### src/rtl/rxs_regs.svh
// Register offsets, field positions, reset values and timing counts.
// Assumes inclusion by bare name from the rtl files of this block.
`ifndef RXS_REGS_SVH
`define RXS_REGS_SVH

// Register byte addresses
`define RXS_CTRL_ADDR 4'h0
`define RXS_STAT_ADDR 4'h4

// Control field positions
`define RXS_CTRL_MODE_LSB 0
`define RXS_CTRL_MODE_MSB 1
`define RXS_CTRL_SPEED100 2
`define RXS_CTRL_FULLDUP 3
`define RXS_CTRL_HB_EN 4
`define RXS_CTRL_MCLK_DIS 5
`define RXS_CTRL_WIDTH 6
`define RXS_CTRL_RESET 6'h14

// Status field positions
`define RXS_STAT_CARRIER 0
`define RXS_STAT_COL 1
`define RXS_STAT_DV 2
`define RXS_STAT_FILL_LSB 4

// Heartbeat timing
`define RXS_CLK_PERIOD_NS 100
`define RXS_HB_TIME_NS 1000
`define RXS_HB_CYCLES ((`RXS_HB_TIME_NS + `RXS_CLK_PERIOD_NS - 1) / `RXS_CLK_PERIOD_NS)

`endif

### src/rtl/rxs_pkg.sv
// Types shared by the receive status block.
// Assumes the constants header is compiled alongside.
package rxs_pkg;

	typedef enum logic [1:0] {
		RXS_MODE_MII = 2'h0,
		RXS_MODE_RMII = 2'h1,
		RXS_MODE_SERIAL = 2'h2
	} rxs_mode_e;

	typedef enum logic [1:0] {
		RXS_ST_IDLE = 2'h0,
		RXS_ST_DATA = 2'h1
	} rxs_state_e;

endpackage : rxs_pkg

### src/rtl/rxs_buf_if.sv
// Valid/ready carrier between the receive block and its buffer.
// Assumes one clock domain on both sides.
`timescale 1ns/1ps
interface rxs_buf_if #(
	parameter int W = 4
);
	logic in_valid;
	logic in_ready;
	logic [W-1:0] in_data;
	logic out_valid;
	logic out_ready;
	logic [W-1:0] out_data;

	modport store (
		input in_valid,
		output in_ready,
		input in_data,
		output out_valid,
		input out_ready,
		output out_data
	);

	modport user (
		output in_valid,
		input in_ready,
		output in_data,
		input out_valid,
		output out_ready,
		input out_data
	);
endinterface : rxs_buf_if

### src/rtl/rxs_buf.sv
// Small buffer of received nibbles with valid/ready on both sides.
// Assumes the user side samples in_ready and out_valid on clk.
`timescale 1ns/1ps
module rxs_buf #(
	parameter int W = 4,
	parameter int DEPTH = 2
) (
	// Clock and reset
	input wire logic clk,
	input wire logic resetn,
	// Buffer ports
	rxs_buf_if.store bif,
	// Fill level
	output logic [$clog2(DEPTH+1)-1:0] fill
);
	localparam int PW = (DEPTH > 1) ? $clog2(DEPTH) : 1;
	localparam int CW = $clog2(DEPTH+1);

	logic [W-1:0] mem_ff [DEPTH];
	logic [PW-1:0] wr_ptr_ff;
	logic [PW-1:0] rd_ptr_ff;
	logic [CW-1:0] cnt_ff;
	logic [CW-1:0] nxt_cnt;
	logic in_ready_ff;
	logic push;
	logic pop;

	assign push = bif.in_valid && in_ready_ff;
	assign pop = bif.out_valid && bif.out_ready;
	assign bif.in_ready = in_ready_ff;
	assign bif.out_valid = (cnt_ff != '0);
	assign bif.out_data = mem_ff[rd_ptr_ff];
	assign fill = cnt_ff;

	always_comb begin
		nxt_cnt = cnt_ff;
		if (push && !pop) begin
			nxt_cnt = cnt_ff + CW'(1);
		end else if (pop && !push) begin
			nxt_cnt = cnt_ff - CW'(1);
		end
	end

	// Storage
	always_ff @(posedge clk) begin
		if (push) begin
			mem_ff[wr_ptr_ff] <= bif.in_data;
		end
	end

	// Pointers, count and ready
	always_ff @(posedge clk or negedge resetn) begin
		if (!resetn) begin
			wr_ptr_ff <= '0;
			rd_ptr_ff <= '0;
			cnt_ff <= '0;
			in_ready_ff <= 1'b0;
		end else begin
			if (push) begin
				wr_ptr_ff <= (wr_ptr_ff == PW'(DEPTH-1)) ? '0 : wr_ptr_ff + PW'(1);
			end
			if (pop) begin
				rd_ptr_ff <= (rd_ptr_ff == PW'(DEPTH-1)) ? '0 : rd_ptr_ff + PW'(1);
			end
			cnt_ff <= nxt_cnt;
			in_ready_ff <= (nxt_cnt < CW'(DEPTH));
		end
	end

endmodule : rxs_buf

### src/rtl/rxs_rx_status.sv
// Receive data, carrier, collision and MAC clock outputs of one port.
// Assumes clk is far faster than the link clocks, which are sampled as pins.
`timescale 1ns/1ps
`include "rxs_regs.svh"

// Notes on behaviour
// - RMII sends dibits timed by reference clock.
// - Serial mode sends bits framed by carrier.
// - Serial mode keeps upper data lines zero.
// - Carrier follows medium activity in MII; serial also holds it while bits are in flight.
// - RMII merges carrier and data valid.
// - Half duplex collision when transmit meets receive, except in RMII.
// - Ten-meg half duplex heartbeat about 1us, except in RMII.
// - Full duplex holds collision low always.
// - MII mode forwards reference clock to MAC.
// - RMII mode forwards 50 MHz clock to MAC.
// - MII sends nibbles on receive clock.
// - Data valid exactly while nibbles are valid.
module rxs_rx_status
	import rxs_pkg::*;
#(
	parameter int DW = 4,
	parameter int BUF_DEPTH = 2,
	parameter int HB_CYCLES = `RXS_HB_CYCLES
) (
	// Clock and reset
	input wire logic clk,
	input wire logic resetn,
	// Register port
	input wire logic [3:0] reg_addr,
	input wire logic [31:0] reg_wdata,
	input wire logic reg_wr,
	input wire logic reg_rd,
	output logic [31:0] reg_rdata,
	// Receive path from the line side
	input wire logic sym_valid,
	input wire logic [DW-1:0] sym_data,
	output logic sym_ready,
	input wire logic medium_active,
	input wire logic tx_active,
	// Link clocks from pins
	input wire logic rx_clk_in,
	input wire logic ref_clock_in,
	// MAC side outputs
	output logic [DW-1:0] rxd,
	output logic rx_dv,
	output logic port_a_carrier_out,
	output logic col,
	output logic mac_clock_out
);
	localparam int CW = $clog2(BUF_DEPTH+1);
	localparam int HW = $clog2(HB_CYCLES+1);

	// Control register fields
	logic [`RXS_CTRL_WIDTH-1:0] ctrl_ff;
	rxs_mode_e mode;
	logic speed100;
	logic full_dup;
	logic hb_en;
	logic mclk_dis;

	assign mode = rxs_mode_e'(ctrl_ff[`RXS_CTRL_MODE_MSB:`RXS_CTRL_MODE_LSB]);
	assign speed100 = ctrl_ff[`RXS_CTRL_SPEED100];
	assign full_dup = ctrl_ff[`RXS_CTRL_FULLDUP];
	assign hb_en = ctrl_ff[`RXS_CTRL_HB_EN];
	assign mclk_dis = ctrl_ff[`RXS_CTRL_MCLK_DIS];

	// Pin synchronisers for both link clocks
	logic [1:0] clk_pin;
	logic [1:0] s1_ff;
	logic [1:0] s2_ff;
	logic [1:0] s3_ff;
	logic [1:0] lvl_ff;
	logic [1:0] rise;

	assign clk_pin = {ref_clock_in, rx_clk_in};

	for (genvar i = 0; i < 2; i++) begin : g_sync
		always_ff @(posedge clk or negedge resetn) begin
			if (!resetn) begin
				s1_ff[i] <= 1'b0;
				s2_ff[i] <= 1'b0;
				s3_ff[i] <= 1'b0;
				lvl_ff[i] <= 1'b0;
			end else begin
				s1_ff[i] <= clk_pin[i];
				s2_ff[i] <= s1_ff[i];
				s3_ff[i] <= s2_ff[i];
				if (s2_ff[i] == s3_ff[i]) begin
					lvl_ff[i] <= s2_ff[i];
				end
			end
		end
		assign rise[i] = (s2_ff[i] == s3_ff[i]) && s2_ff[i] && !lvl_ff[i];
	end

	// Receive clock tick: reference clock in RMII, recovered clock otherwise
	logic tick;
	assign tick = (mode == RXS_MODE_RMII) ? rise[1] : rise[0];

	// Symbol slice for the current mode and phase
	function automatic logic [DW-1:0] slice_of(input rxs_mode_e m, input logic [DW-1:0] w,
		input logic [1:0] idx);
		logic [DW-1:0] r;
		r = '0;
		case (m)
			RXS_MODE_MII: begin
				r = w;
			end
			RXS_MODE_RMII: begin
				r[1:0] = w[{idx[0], 1'b0} +: 2];
			end
			RXS_MODE_SERIAL: begin
				r[0] = w[idx];
			end
			default: begin
				r = '0;
			end
		endcase
		return r;
	endfunction : slice_of

	function automatic logic [1:0] last_phase(input rxs_mode_e m);
		logic [1:0] r;
		case (m)
			RXS_MODE_RMII: r = 2'h1;
			RXS_MODE_SERIAL: r = 2'h3;
			default: r = 2'h0;
		endcase
		return r;
	endfunction : last_phase

	// Word boundary: nothing in flight or last unit on the lines
	function automatic logic word_done(input rxs_state_e s, input logic [1:0] ph, input rxs_mode_e m);
		logic r;
		r = (s == RXS_ST_IDLE) || (ph == last_phase(m));
		return r;
	endfunction : word_done

	// Collision output held low
	function automatic logic col_quiet(input rxs_mode_e m, input logic fd);
		logic r;
		r = fd || (m == RXS_MODE_RMII);
		return r;
	endfunction : col_quiet

	// Buffer in the data path
	rxs_buf_if #(.W(DW)) bif ();
	logic [CW-1:0] fill;

	rxs_buf #(
		.W(DW),
		.DEPTH(BUF_DEPTH)
	) u_buf (
		.clk(clk),
		.resetn(resetn),
		.bif(bif),
		.fill(fill)
	);

	assign bif.in_valid = sym_valid;
	assign bif.in_data = sym_data;

	// Output shifter
	rxs_state_e st_ff;
	logic [DW-1:0] word_ff;
	logic [1:0] phase_ff;
	logic [DW-1:0] rxd_ff;
	logic rx_dv_ff;
	logic take;

	assign take = tick && bif.out_valid && word_done(st_ff, phase_ff, mode);
	assign bif.out_ready = take;

	// Shifter state
	always_ff @(posedge clk or negedge resetn) begin
		if (!resetn) begin
			st_ff <= RXS_ST_IDLE;
		end else if (tick) begin
			if (take) begin
				st_ff <= RXS_ST_DATA;
			end else if (word_done(st_ff, phase_ff, mode)) begin
				st_ff <= RXS_ST_IDLE;
			end
		end
	end

	// Unit index within the word
	always_ff @(posedge clk or negedge resetn) begin
		if (!resetn) begin
			phase_ff <= 2'h0;
		end else if (tick) begin
			if (take) begin
				phase_ff <= 2'h0;
			end else if (!word_done(st_ff, phase_ff, mode)) begin
				phase_ff <= phase_ff + 2'h1;
			end
		end
	end

	// Word being sent
	always_ff @(posedge clk or negedge resetn) begin
		if (!resetn) begin
			word_ff <= '0;
		end else if (take) begin
			word_ff <= bif.out_data;
		end
	end

	// Receive data lines
	always_ff @(posedge clk or negedge resetn) begin
		if (!resetn) begin
			rxd_ff <= '0;
		end else if (tick) begin
			if (take) begin
				rxd_ff <= slice_of(mode, bif.out_data, 2'h0);
			end else if (word_done(st_ff, phase_ff, mode)) begin
				rxd_ff <= '0;
			end else begin
				rxd_ff <= slice_of(mode, word_ff, phase_ff + 2'h1);
			end
		end
	end

	// Data valid beside the lines
	always_ff @(posedge clk or negedge resetn) begin
		if (!resetn) begin
			rx_dv_ff <= 1'b0;
		end else if (tick) begin
			if (take) begin
				rx_dv_ff <= (mode != RXS_MODE_SERIAL);
			end else if (word_done(st_ff, phase_ff, mode)) begin
				rx_dv_ff <= 1'b0;
			end
		end
	end

	// Carrier and merged carrier/data valid
	logic carrier_ff;
	logic nxt_carrier;

	always_comb begin
		case (mode)
			RXS_MODE_RMII: nxt_carrier = medium_active || take ||
				!word_done(st_ff, phase_ff, mode);
			RXS_MODE_SERIAL: nxt_carrier = medium_active || take ||
				!word_done(st_ff, phase_ff, mode);
			default: nxt_carrier = medium_active;
		endcase
	end

	always_ff @(posedge clk or negedge resetn) begin
		if (!resetn) begin
			carrier_ff <= 1'b0;
		end else if (tick) begin
			carrier_ff <= nxt_carrier;
		end
	end

	// Collision and heartbeat
	logic tx_d_ff;
	logic [HW-1:0] hb_cnt_ff;
	logic col_ff;
	logic clash;

	assign clash = tx_active && medium_active;

	always_ff @(posedge clk or negedge resetn) begin
		if (!resetn) begin
			tx_d_ff <= 1'b0;
			hb_cnt_ff <= '0;
		end else begin
			tx_d_ff <= tx_active;
			if (col_quiet(mode, full_dup) || speed100 || !hb_en) begin
				hb_cnt_ff <= '0;
			end else if (tx_d_ff && !tx_active) begin
				hb_cnt_ff <= HW'(HB_CYCLES);
			end else if (hb_cnt_ff != '0) begin
				hb_cnt_ff <= hb_cnt_ff - HW'(1);
			end
		end
	end

	always_ff @(posedge clk or negedge resetn) begin
		if (!resetn) begin
			col_ff <= 1'b0;
		end else if (col_quiet(mode, full_dup)) begin
			col_ff <= 1'b0;
		end else if (mode == RXS_MODE_SERIAL) begin
			col_ff <= clash || (hb_cnt_ff != '0);
		end else begin
			col_ff <= clash || (hb_cnt_ff != '0);
		end
	end

	// Clock forwarded to the MAC
	logic mclk_ff;

	always_ff @(posedge clk or negedge resetn) begin
		if (!resetn) begin
			mclk_ff <= 1'b0;
		end else begin
			mclk_ff <= lvl_ff[1] && !mclk_dis;
		end
	end

	// Register port
	logic [31:0] rdata_ff;

	always_ff @(posedge clk or negedge resetn) begin
		if (!resetn) begin
			ctrl_ff <= `RXS_CTRL_RESET;
		end else if (reg_wr && reg_addr == `RXS_CTRL_ADDR) begin
			ctrl_ff <= reg_wdata[`RXS_CTRL_WIDTH-1:0];
		end
	end

	always_ff @(posedge clk or negedge resetn) begin
		if (!resetn) begin
			rdata_ff <= 32'h0;
		end else if (reg_rd) begin
			rdata_ff <= 32'h0;
			case (reg_addr)
				`RXS_CTRL_ADDR: begin
					rdata_ff[`RXS_CTRL_WIDTH-1:0] <= ctrl_ff;
				end
				`RXS_STAT_ADDR: begin
					rdata_ff[`RXS_STAT_CARRIER] <= carrier_ff;
					rdata_ff[`RXS_STAT_COL] <= col_ff;
					rdata_ff[`RXS_STAT_DV] <= rx_dv_ff;
					rdata_ff[`RXS_STAT_FILL_LSB +: CW] <= fill;
				end
				default: begin
					rdata_ff <= 32'h0;
				end
			endcase
		end else begin
			rdata_ff <= 32'h0;
		end
	end

	// Output wiring
	assign sym_ready = bif.in_ready;
	assign rxd = rxd_ff;
	assign rx_dv = rx_dv_ff;
	assign port_a_carrier_out = carrier_ff;
	assign col = col_ff;
	assign mac_clock_out = mclk_ff;
	assign reg_rdata = rdata_ff;

endmodule : rxs_rx_status

### config.mk
export PLATFORM = sky130hd
export DESIGN_NAME = rxs_rx_status
export DESIGN_NICKNAME = d
export VERILOG_FILES = /design/src/rtl/rxs_pkg.sv /design/src/rtl/rxs_buf_if.sv /design/src/rtl/rxs_buf.sv /design/src/rtl/rxs_rx_status.sv
export VERILOG_INCLUDE_DIRS = /design/src /design/src/rtl
export SDC_FILE = /design/constraint.sdc
export NUM_CORES = 1
export LEC_CHECK = 0
export ABC_AREA = 1
export BUFFER_PORTS_ARGS = -buffer_cell sky130_fd_sc_hd__buf_2
export CORE_ASPECT_RATIO = 1.1
export CORE_MARGIN = 3
export CORE_UTILIZATION = 41
export CTS_CLUSTER_DIAMETER = 80
export DETAILED_ROUTE_END_ITERATION = 10
export PLACE_DENSITY = 0.8
export SYNTH_ARGS = -nofsm -noshare
export SYNTH_HDL_FRONTEND = slang
export SYNTH_HIERARCHICAL = 1
export SYNTH_SLANG_ARGS = --single-unit
### constraint.sdc
create_clock -name clk -period 2 [get_ports clk]
set_clock_uncertainty 0.15 [all_clocks]
set_input_delay 0.4 -clock clk [delete_from_list [all_inputs] [get_ports clk]]
set_output_delay 0.4 -clock clk [all_outputs]
set_load 0.02 [all_outputs]
==> flow_summary.toml, run 1 <==
[run_status]
status = "completed"

[power]
vdd.ir_drop.worst_uv = 607.1
power_density_nw_per_um2 = 1066
cellLeakagePower_nw = 1.622

[placement]
port-buffer-count = 37
hpwl_mm = 3.700
dpl_worst_slack_ps = 19.01
gp_congestion = 0.8771

[floorplanning]
num_rows = 30
die_w_microns = 83.00
initial_core_util_pct = 42.91
ioPinCount = 90
die_h_microns = 90.70
dieArea_sq_um = 7527
core_sq_um = 6231

[grt]
first_global_vias = 1880
grt_first_pass_wirelength_mm = 8.073
grt_max_degree = 27
grt_usage_pct = 12.73
gr-total-overflow = 0
antenna_found_initial = 0

[drt]
ant_nets = 0
wire_per_inst_microns = 11.09
drc = 0
viasPerCell = 4.571
wl_mm = 4.779
drtIter0Drc = 87
dr.pass1.iters = 4
vias = 1970

[clock_network]
cts.path.max_buffers = 2
path_clk_slew_ps = 100
cts.sinks = 53
cts_max_level = 2
tritoncts = "built"
cts_buffers = 5
root_buffer = "clkbuf_8"
clk_latency_ps = 300

[cells_and_area]
antenna_cells = 0
fin_nets = 412
final_common_cell = "nand2_1"
drive_gt1_share_pct = 27.92
mostFrequentLayoutCells = "76 x nand2_1, 42 x dfrtp_1, 37 x buf_2"
fin_util_pct = 49.88
synthToLayoutAreaGrowth_pct = 16.24

[yosys]
synth.avg_cell_area_sq_um = 8.854
yosysWarnings = 6
yosys_register_bits = 53
synthDistinctLibCells = 27
synth.cell_area_sq_um = 2674
netlist_instances = 302
seq_area_frac_synth_pct = 51.19

[worst_setup_path]
worst_path_most_repeated_cell = "nand2_2"
crit_chain = "inv_4 -> ha_4 -> inv_2 -> nand2_2 -> nand2_2 -> nand2_2 -> nand2_4 -> nand2_4 -> inv_4 -> nand2_4 -> inv_2 -> ha_4 -> inv_2 -> nand2_2 -> nor2_2 -> a21oi_2"
end_kind = "flop"
critical-path-slowest-cell = "dfrtp_2"
critical_path_class = "flop to flop"
crit_fanout = 4
critical-path-max-stage-delay_ps = 440
cp.required_ps = 2040
crit_arrival_ps = 2010
cp-start-kind = "flop"

[timing]
timing.final.crit_share_pct = 98.59
rsz0062_at_grt = "true"
hold_viol_final = 0
drv_slew = 0
finalSetupViolations = 0
clock.fmax_mhz = 507.1
setup_slack_ps = 28.19
min_period_ps = 1972

[hold_path]
hold_class = "input pin to flop"

[run]
cap_violations = 0
## registers in the layout, indices dropped and copies added (netlist names), named ones only
signal and count:
st_ff 1, s3_ff 2, u_buf/fill 1, s1_ff 2, u_buf/rd_ptr_ff 1, u_buf/wr_ptr_ff 1, rx_dv 1, phase_ff 2
mac_clock_out 1, u_buf/mem_ff 8, port_a_carrier_out 1, tx_d_ff 1, rxd 4, lvl_ff 2, col 1, hb_cnt_ff 4
reg_rdata 6, ctrl_ff 6, u_buf/bif.in_ready 1, s2_ff 2, word_ff 4
## logic make-up (layout without fill, tap and decap cells)
family / after synthesis / in the layout / share of synthesized area, %
other: 1 / 26 / 0.1402
buffers and inverters: 66 / 90 / 13.24
and+or+nand+nor: 132 / 132 / 20.31
muxes: 3 / 3 / 1.263
DFF: 53 / 53 / 51.19
AOI/OAI and AO/OA: 30 / 30 / 6.458
adders and majority gates: 13 / 13 / 6.083
xor gates and xnor gates: 4 / 4 / 1.310
## metrics by stage
stage               setup TNS [ps]  area, sq um  std cells  hold WS, ps  total power, W
finish                           0         3108        431        46.65        0.003314
global route                -213.3         3108        431        29.53        0.003593
CTS                              0         3067        430        37.15        0.003282
detailed placement               0         2960        420        186.4        0.002664
global placement                 0         2960        420        182.1        0.002620
floorplan                   -111.0         2848        327       -45.59        0.002391
## report_power, final
part	internal [W]	total [W]	leakage (nW)	switching [W]
Sequential	0.00133	0.00150	0.635	0.000172
Clock	0.000250	0.000604	0.0489	0.000354
Combinational	0.000451	0.00121	0.938	0.000759
## area by class of cell
type | instances | area [sq um]
inverter | 38 | 150.1
sequential | 53 | 1370
clock buffer | 5 | 68.82
tap | 80 | 100.1
fill | 600 | 3123
timing repair buffer | 44 | 252.7
multi-input combinational | 208 | 1146
clock inverter | 3 | 20.02
## final timing paths
kind / end / start / slack [ps] / cells past startpoint
worst min register to register: s2_ff[1]$_DFF_PN0_ / s1_ff[1]$_DFF_PN0_ / 210 / 0
max in group asynchronous: ctrl_ff[4]$_DFFE_PN1P_ / resetn / 710 / 3
worst max register to register: u_buf/bif.in_ready$_DFF_PN0_ / ctrl_ff[0]$_DFFE_PN0P_ / 30 / 16
min in group asynchronous: hb_cnt_ff[2]$_DFFE_PN0P_ / resetn / 420 / 2
worst min-delay path: s1_ff[0]$_DFF_PN0_ / rx_clk_in / 50 / 1
worst max-delay path: u_buf/bif.in_ready$_DFF_PN0_ / ctrl_ff[0]$_DFFE_PN0P_ / 30 / 16
## per-layer routing
| layer | up-vias | track usage [%] | part of all wire (%) |
|---|---|---|---|
| met5 | - | 0 | 0 |
| li1 | 984 | - | - |
| met4 | 0 | 2.997 | 0.65 |
| met1 | 936 | 14.39 | 41 |
| met3 | 5 | 2.737 | 4.2 |
| met2 | 45 | 24.13 | 54 |
## synthesized netlist by cell type (all sizes together)
cell type	number	share of area, %
a21boi	1	0.28
a21oi	15	2.9
buf	28	7.9
conb	1	0.14
dfrtp	43	40
dfstp	2	2.0
edfxtp	8	9.0
ha	13	6.1
inv	38	5.3
mux2	3	1.3
nand2	91	14
nand3	12	2.2
nor2	27	3.8
nor3	2	0.37
o21ai	13	3.0
o22ai	1	0.23
xnor2	2	0.66
xor2	2	0.66
## worst max-delay path: cells and delay by family, from the launching register on
| family | cells | cell delay (ps) |
|---|---|---|
| fa+ha+maj | 2 | 440 |
| flops | 1 | 440 |
| simple gates | 8 | 550 |
| buf+inv | 5 | 230 |
| compound gates | 1 | 40 |
## timing repair
item,in CTS,in global routing
hold buffers,1,0
gates resized for setup,0,11
pin swaps,0,4
endpoints found under the setup margin,2,3
hold endpoints to repair,19,0
buffers inserted,1,1
No activity file was read; power rests on OpenSTA's default activity.
==> run 2, diff against run 1 <==
--- a/config.mk
+++ b/config.mk
@@ -13,7 +13,7 @@
 export CORE_UTILIZATION = 41
 export CTS_CLUSTER_DIAMETER = 80
 export DETAILED_ROUTE_END_ITERATION = 10
-export PLACE_DENSITY = 0.8
+export PLACE_DENSITY_LB_ADDON = 0.3
 export SYNTH_ARGS = -nofsm -noshare
 export SYNTH_HDL_FRONTEND = slang
 export SYNTH_HIERARCHICAL = 1
==> flow_summary.toml, run 2 (synthesis results as in run 1) <==
[placement]
port-buffer-count = 37
post-place-cells = 420
gp_congestion = 0.9075
dpl_worst_slack_ps = 48.34
hpwl_mm = 3.603

[cells_and_area]
fin_nets = 412
drive_gt1_share_pct = 27.64
final_cells = 431
largest_register_ffs = 8
top_register = "u_buf/mem_ff"
antenna_cells = 0
final_common_cell = "nand2_1"
synthToLayoutAreaGrowth_pct = 16.33
mostFrequentLayoutCells = "76 x nand2_1, 42 x dfrtp_1, 37 x buf_2"

[timing]
timing.final.crit_share_pct = 97.06
rsz0062_at_grt = "true"
tns_ps = 0
finalSetupViolations = 0
min_period_ps = 1941
setup_slack_ps = 58.72
drv_slew = 0
hold_viol_final = 0
clock.fmax_mhz = 515.1

[drt]
drtIter0Drc = 76
ant_nets = 0
viasPerCell = 4.420
drc = 0
wl_mm = 4.744
vias = 1905
wire_per_inst_microns = 11.01
dr.pass1.iters = 5

[grt]
grt_first_pass_wirelength_mm = 7.769
antenna_found_initial = 0
gr-total-overflow = 0
grt_usage_pct = 12.54
grt_max_degree = 28
first_global_vias = 1778

[run]
cap_violations = 0

[clock_network]
clk_latency_ps = 310
root_buffer = "clkbuf_8"
path_clk_slew_ps = 100
cts.sinks = 53
tritoncts = "built"
cts_buffers = 5
cts.path.max_buffers = 2
cts_max_level = 2

[worst_setup_path]
crit_arrival_ps = 1990
crit_fanout = 4
r2r_end = "u_buf/fill[0]$_DFFE_PN0P_"
endpoint = "u_buf/fill[0]$_DFFE_PN0P_"
crit_start = "ctrl_ff[1]$_DFFE_PN0P_"
ff2ff_setup_slack_ps = 60
r2r_start = "ctrl_ff[1]$_DFFE_PN0P_"
critical_path_class = "flop to flop"
end_kind = "flop"
cp.required_ps = 2050
r2r_cells = 11
cp-start-kind = "flop"

[run_status]
status = "completed"

[power]
cellLeakagePower_nw = 1.619
power_density_nw_per_um2 = 1063
p_seq_share_pct = 45.4
swShare_pct = 38.61
internal_power_w = 0.002030
vdd.ir_drop.worst_uv = 505.0
p_switching_w = 0.001277
total_power_w = 0.003306
power_frac_clock_pct = 18.3
power_frac_comb_pct = 36.4

[floorplanning]
num_rows = 30
dieArea_sq_um = 7527
die_w_microns = 83.00
ioPinCount = 90
core_sq_um = 6231
initial_core_util_pct = 42.91
die_h_microns = 90.70

[hold_path]
hold_class = "input pin to flop"
[run 2: cell type report]
type	instances	area, sq um
Clock buffer	6	72.57
Clock inverter	2	13.76
Fill cell	595	3120
Inverter	38	155.1
Multi-Input combinational cell	208	1146
Sequential cell	53	1370
Tap cell	80	100.1
Timing Repair Buffer	44	252.7
[run 2: worst min path at each step]
stage,startpoint,cells past startpoint,slack (ps),endpoint
after floorplan,resetn,0,-50,col$_DFF_PN0_
after global placement,s1_ff[0]$_DFF_PN0_,0,180,s2_ff[0]$_DFF_PN0_
after detailed placement,s1_ff[0]$_DFF_PN0_,0,190,s2_ff[0]$_DFF_PN0_
after CTS,ref_clock_in,1,30,s1_ff[1]$_DFF_PN0_
after global routing,rx_clk_in,1,30,s1_ff[0]$_DFF_PN0_
final,ref_clock_in,1,40,s1_ff[1]$_DFF_PN0_
[run 2: stage by stage]
step                      utilization [%]  area [sq um]  hold slack (ps)
after floorplan                         -          2848           -45.59
after global placement              47.51          2960            183.5
after detailed placement            47.51          2960            185.5
after CTS                           49.06          3057            32.47
after global routing                49.92          3110            29.53
final                               49.92          3110            42.37
[run 2: repair_timing]
item,4_1_cts,5_1_grt
setup endpoints to repair,0,5
buffers inserted,0,2
endpoints found under the hold margin,18,0
resized for setup,0,13
hold buffers,1,0
[run 2: routing by layer]
layer,GRT usage (%),part of all wire (%)
met2,21.46,50
met4,4.768,1.6
met5,0,0
met3,2.372,4.6
met1,15.62,44
[run 2: worst max-delay path, stage by stage, from the launching register on]
cell and delay [ps]:
dfrtp_1 400, inv_2 120, ha_4 180, nand3_1 130, a21oi_2 230, nand2_4 80, inv_4 50, nand2_4 60
ha_4 290, inv_4 40, nand3_2 40, o21ai_1 50
[run 2: power by group through the flow]
| stage | clock, W | combinational, W | sequential (W) |
|---|---|---|---|
| 2_1_floorplan | 0 | 0.000851 | 0.00154 |
| 3_3_place_gp | 0 | 0.00111 | 0.00151 |
| 3_5_place_dp | 0 | 0.00112 | 0.00152 |
| 4_1_cts | 0.000630 | 0.00113 | 0.00150 |
| 5_1_grt | 0.000679 | 0.00137 | 0.00153 |
| 6_report | 0.000604 | 0.00120 | 0.00150 |
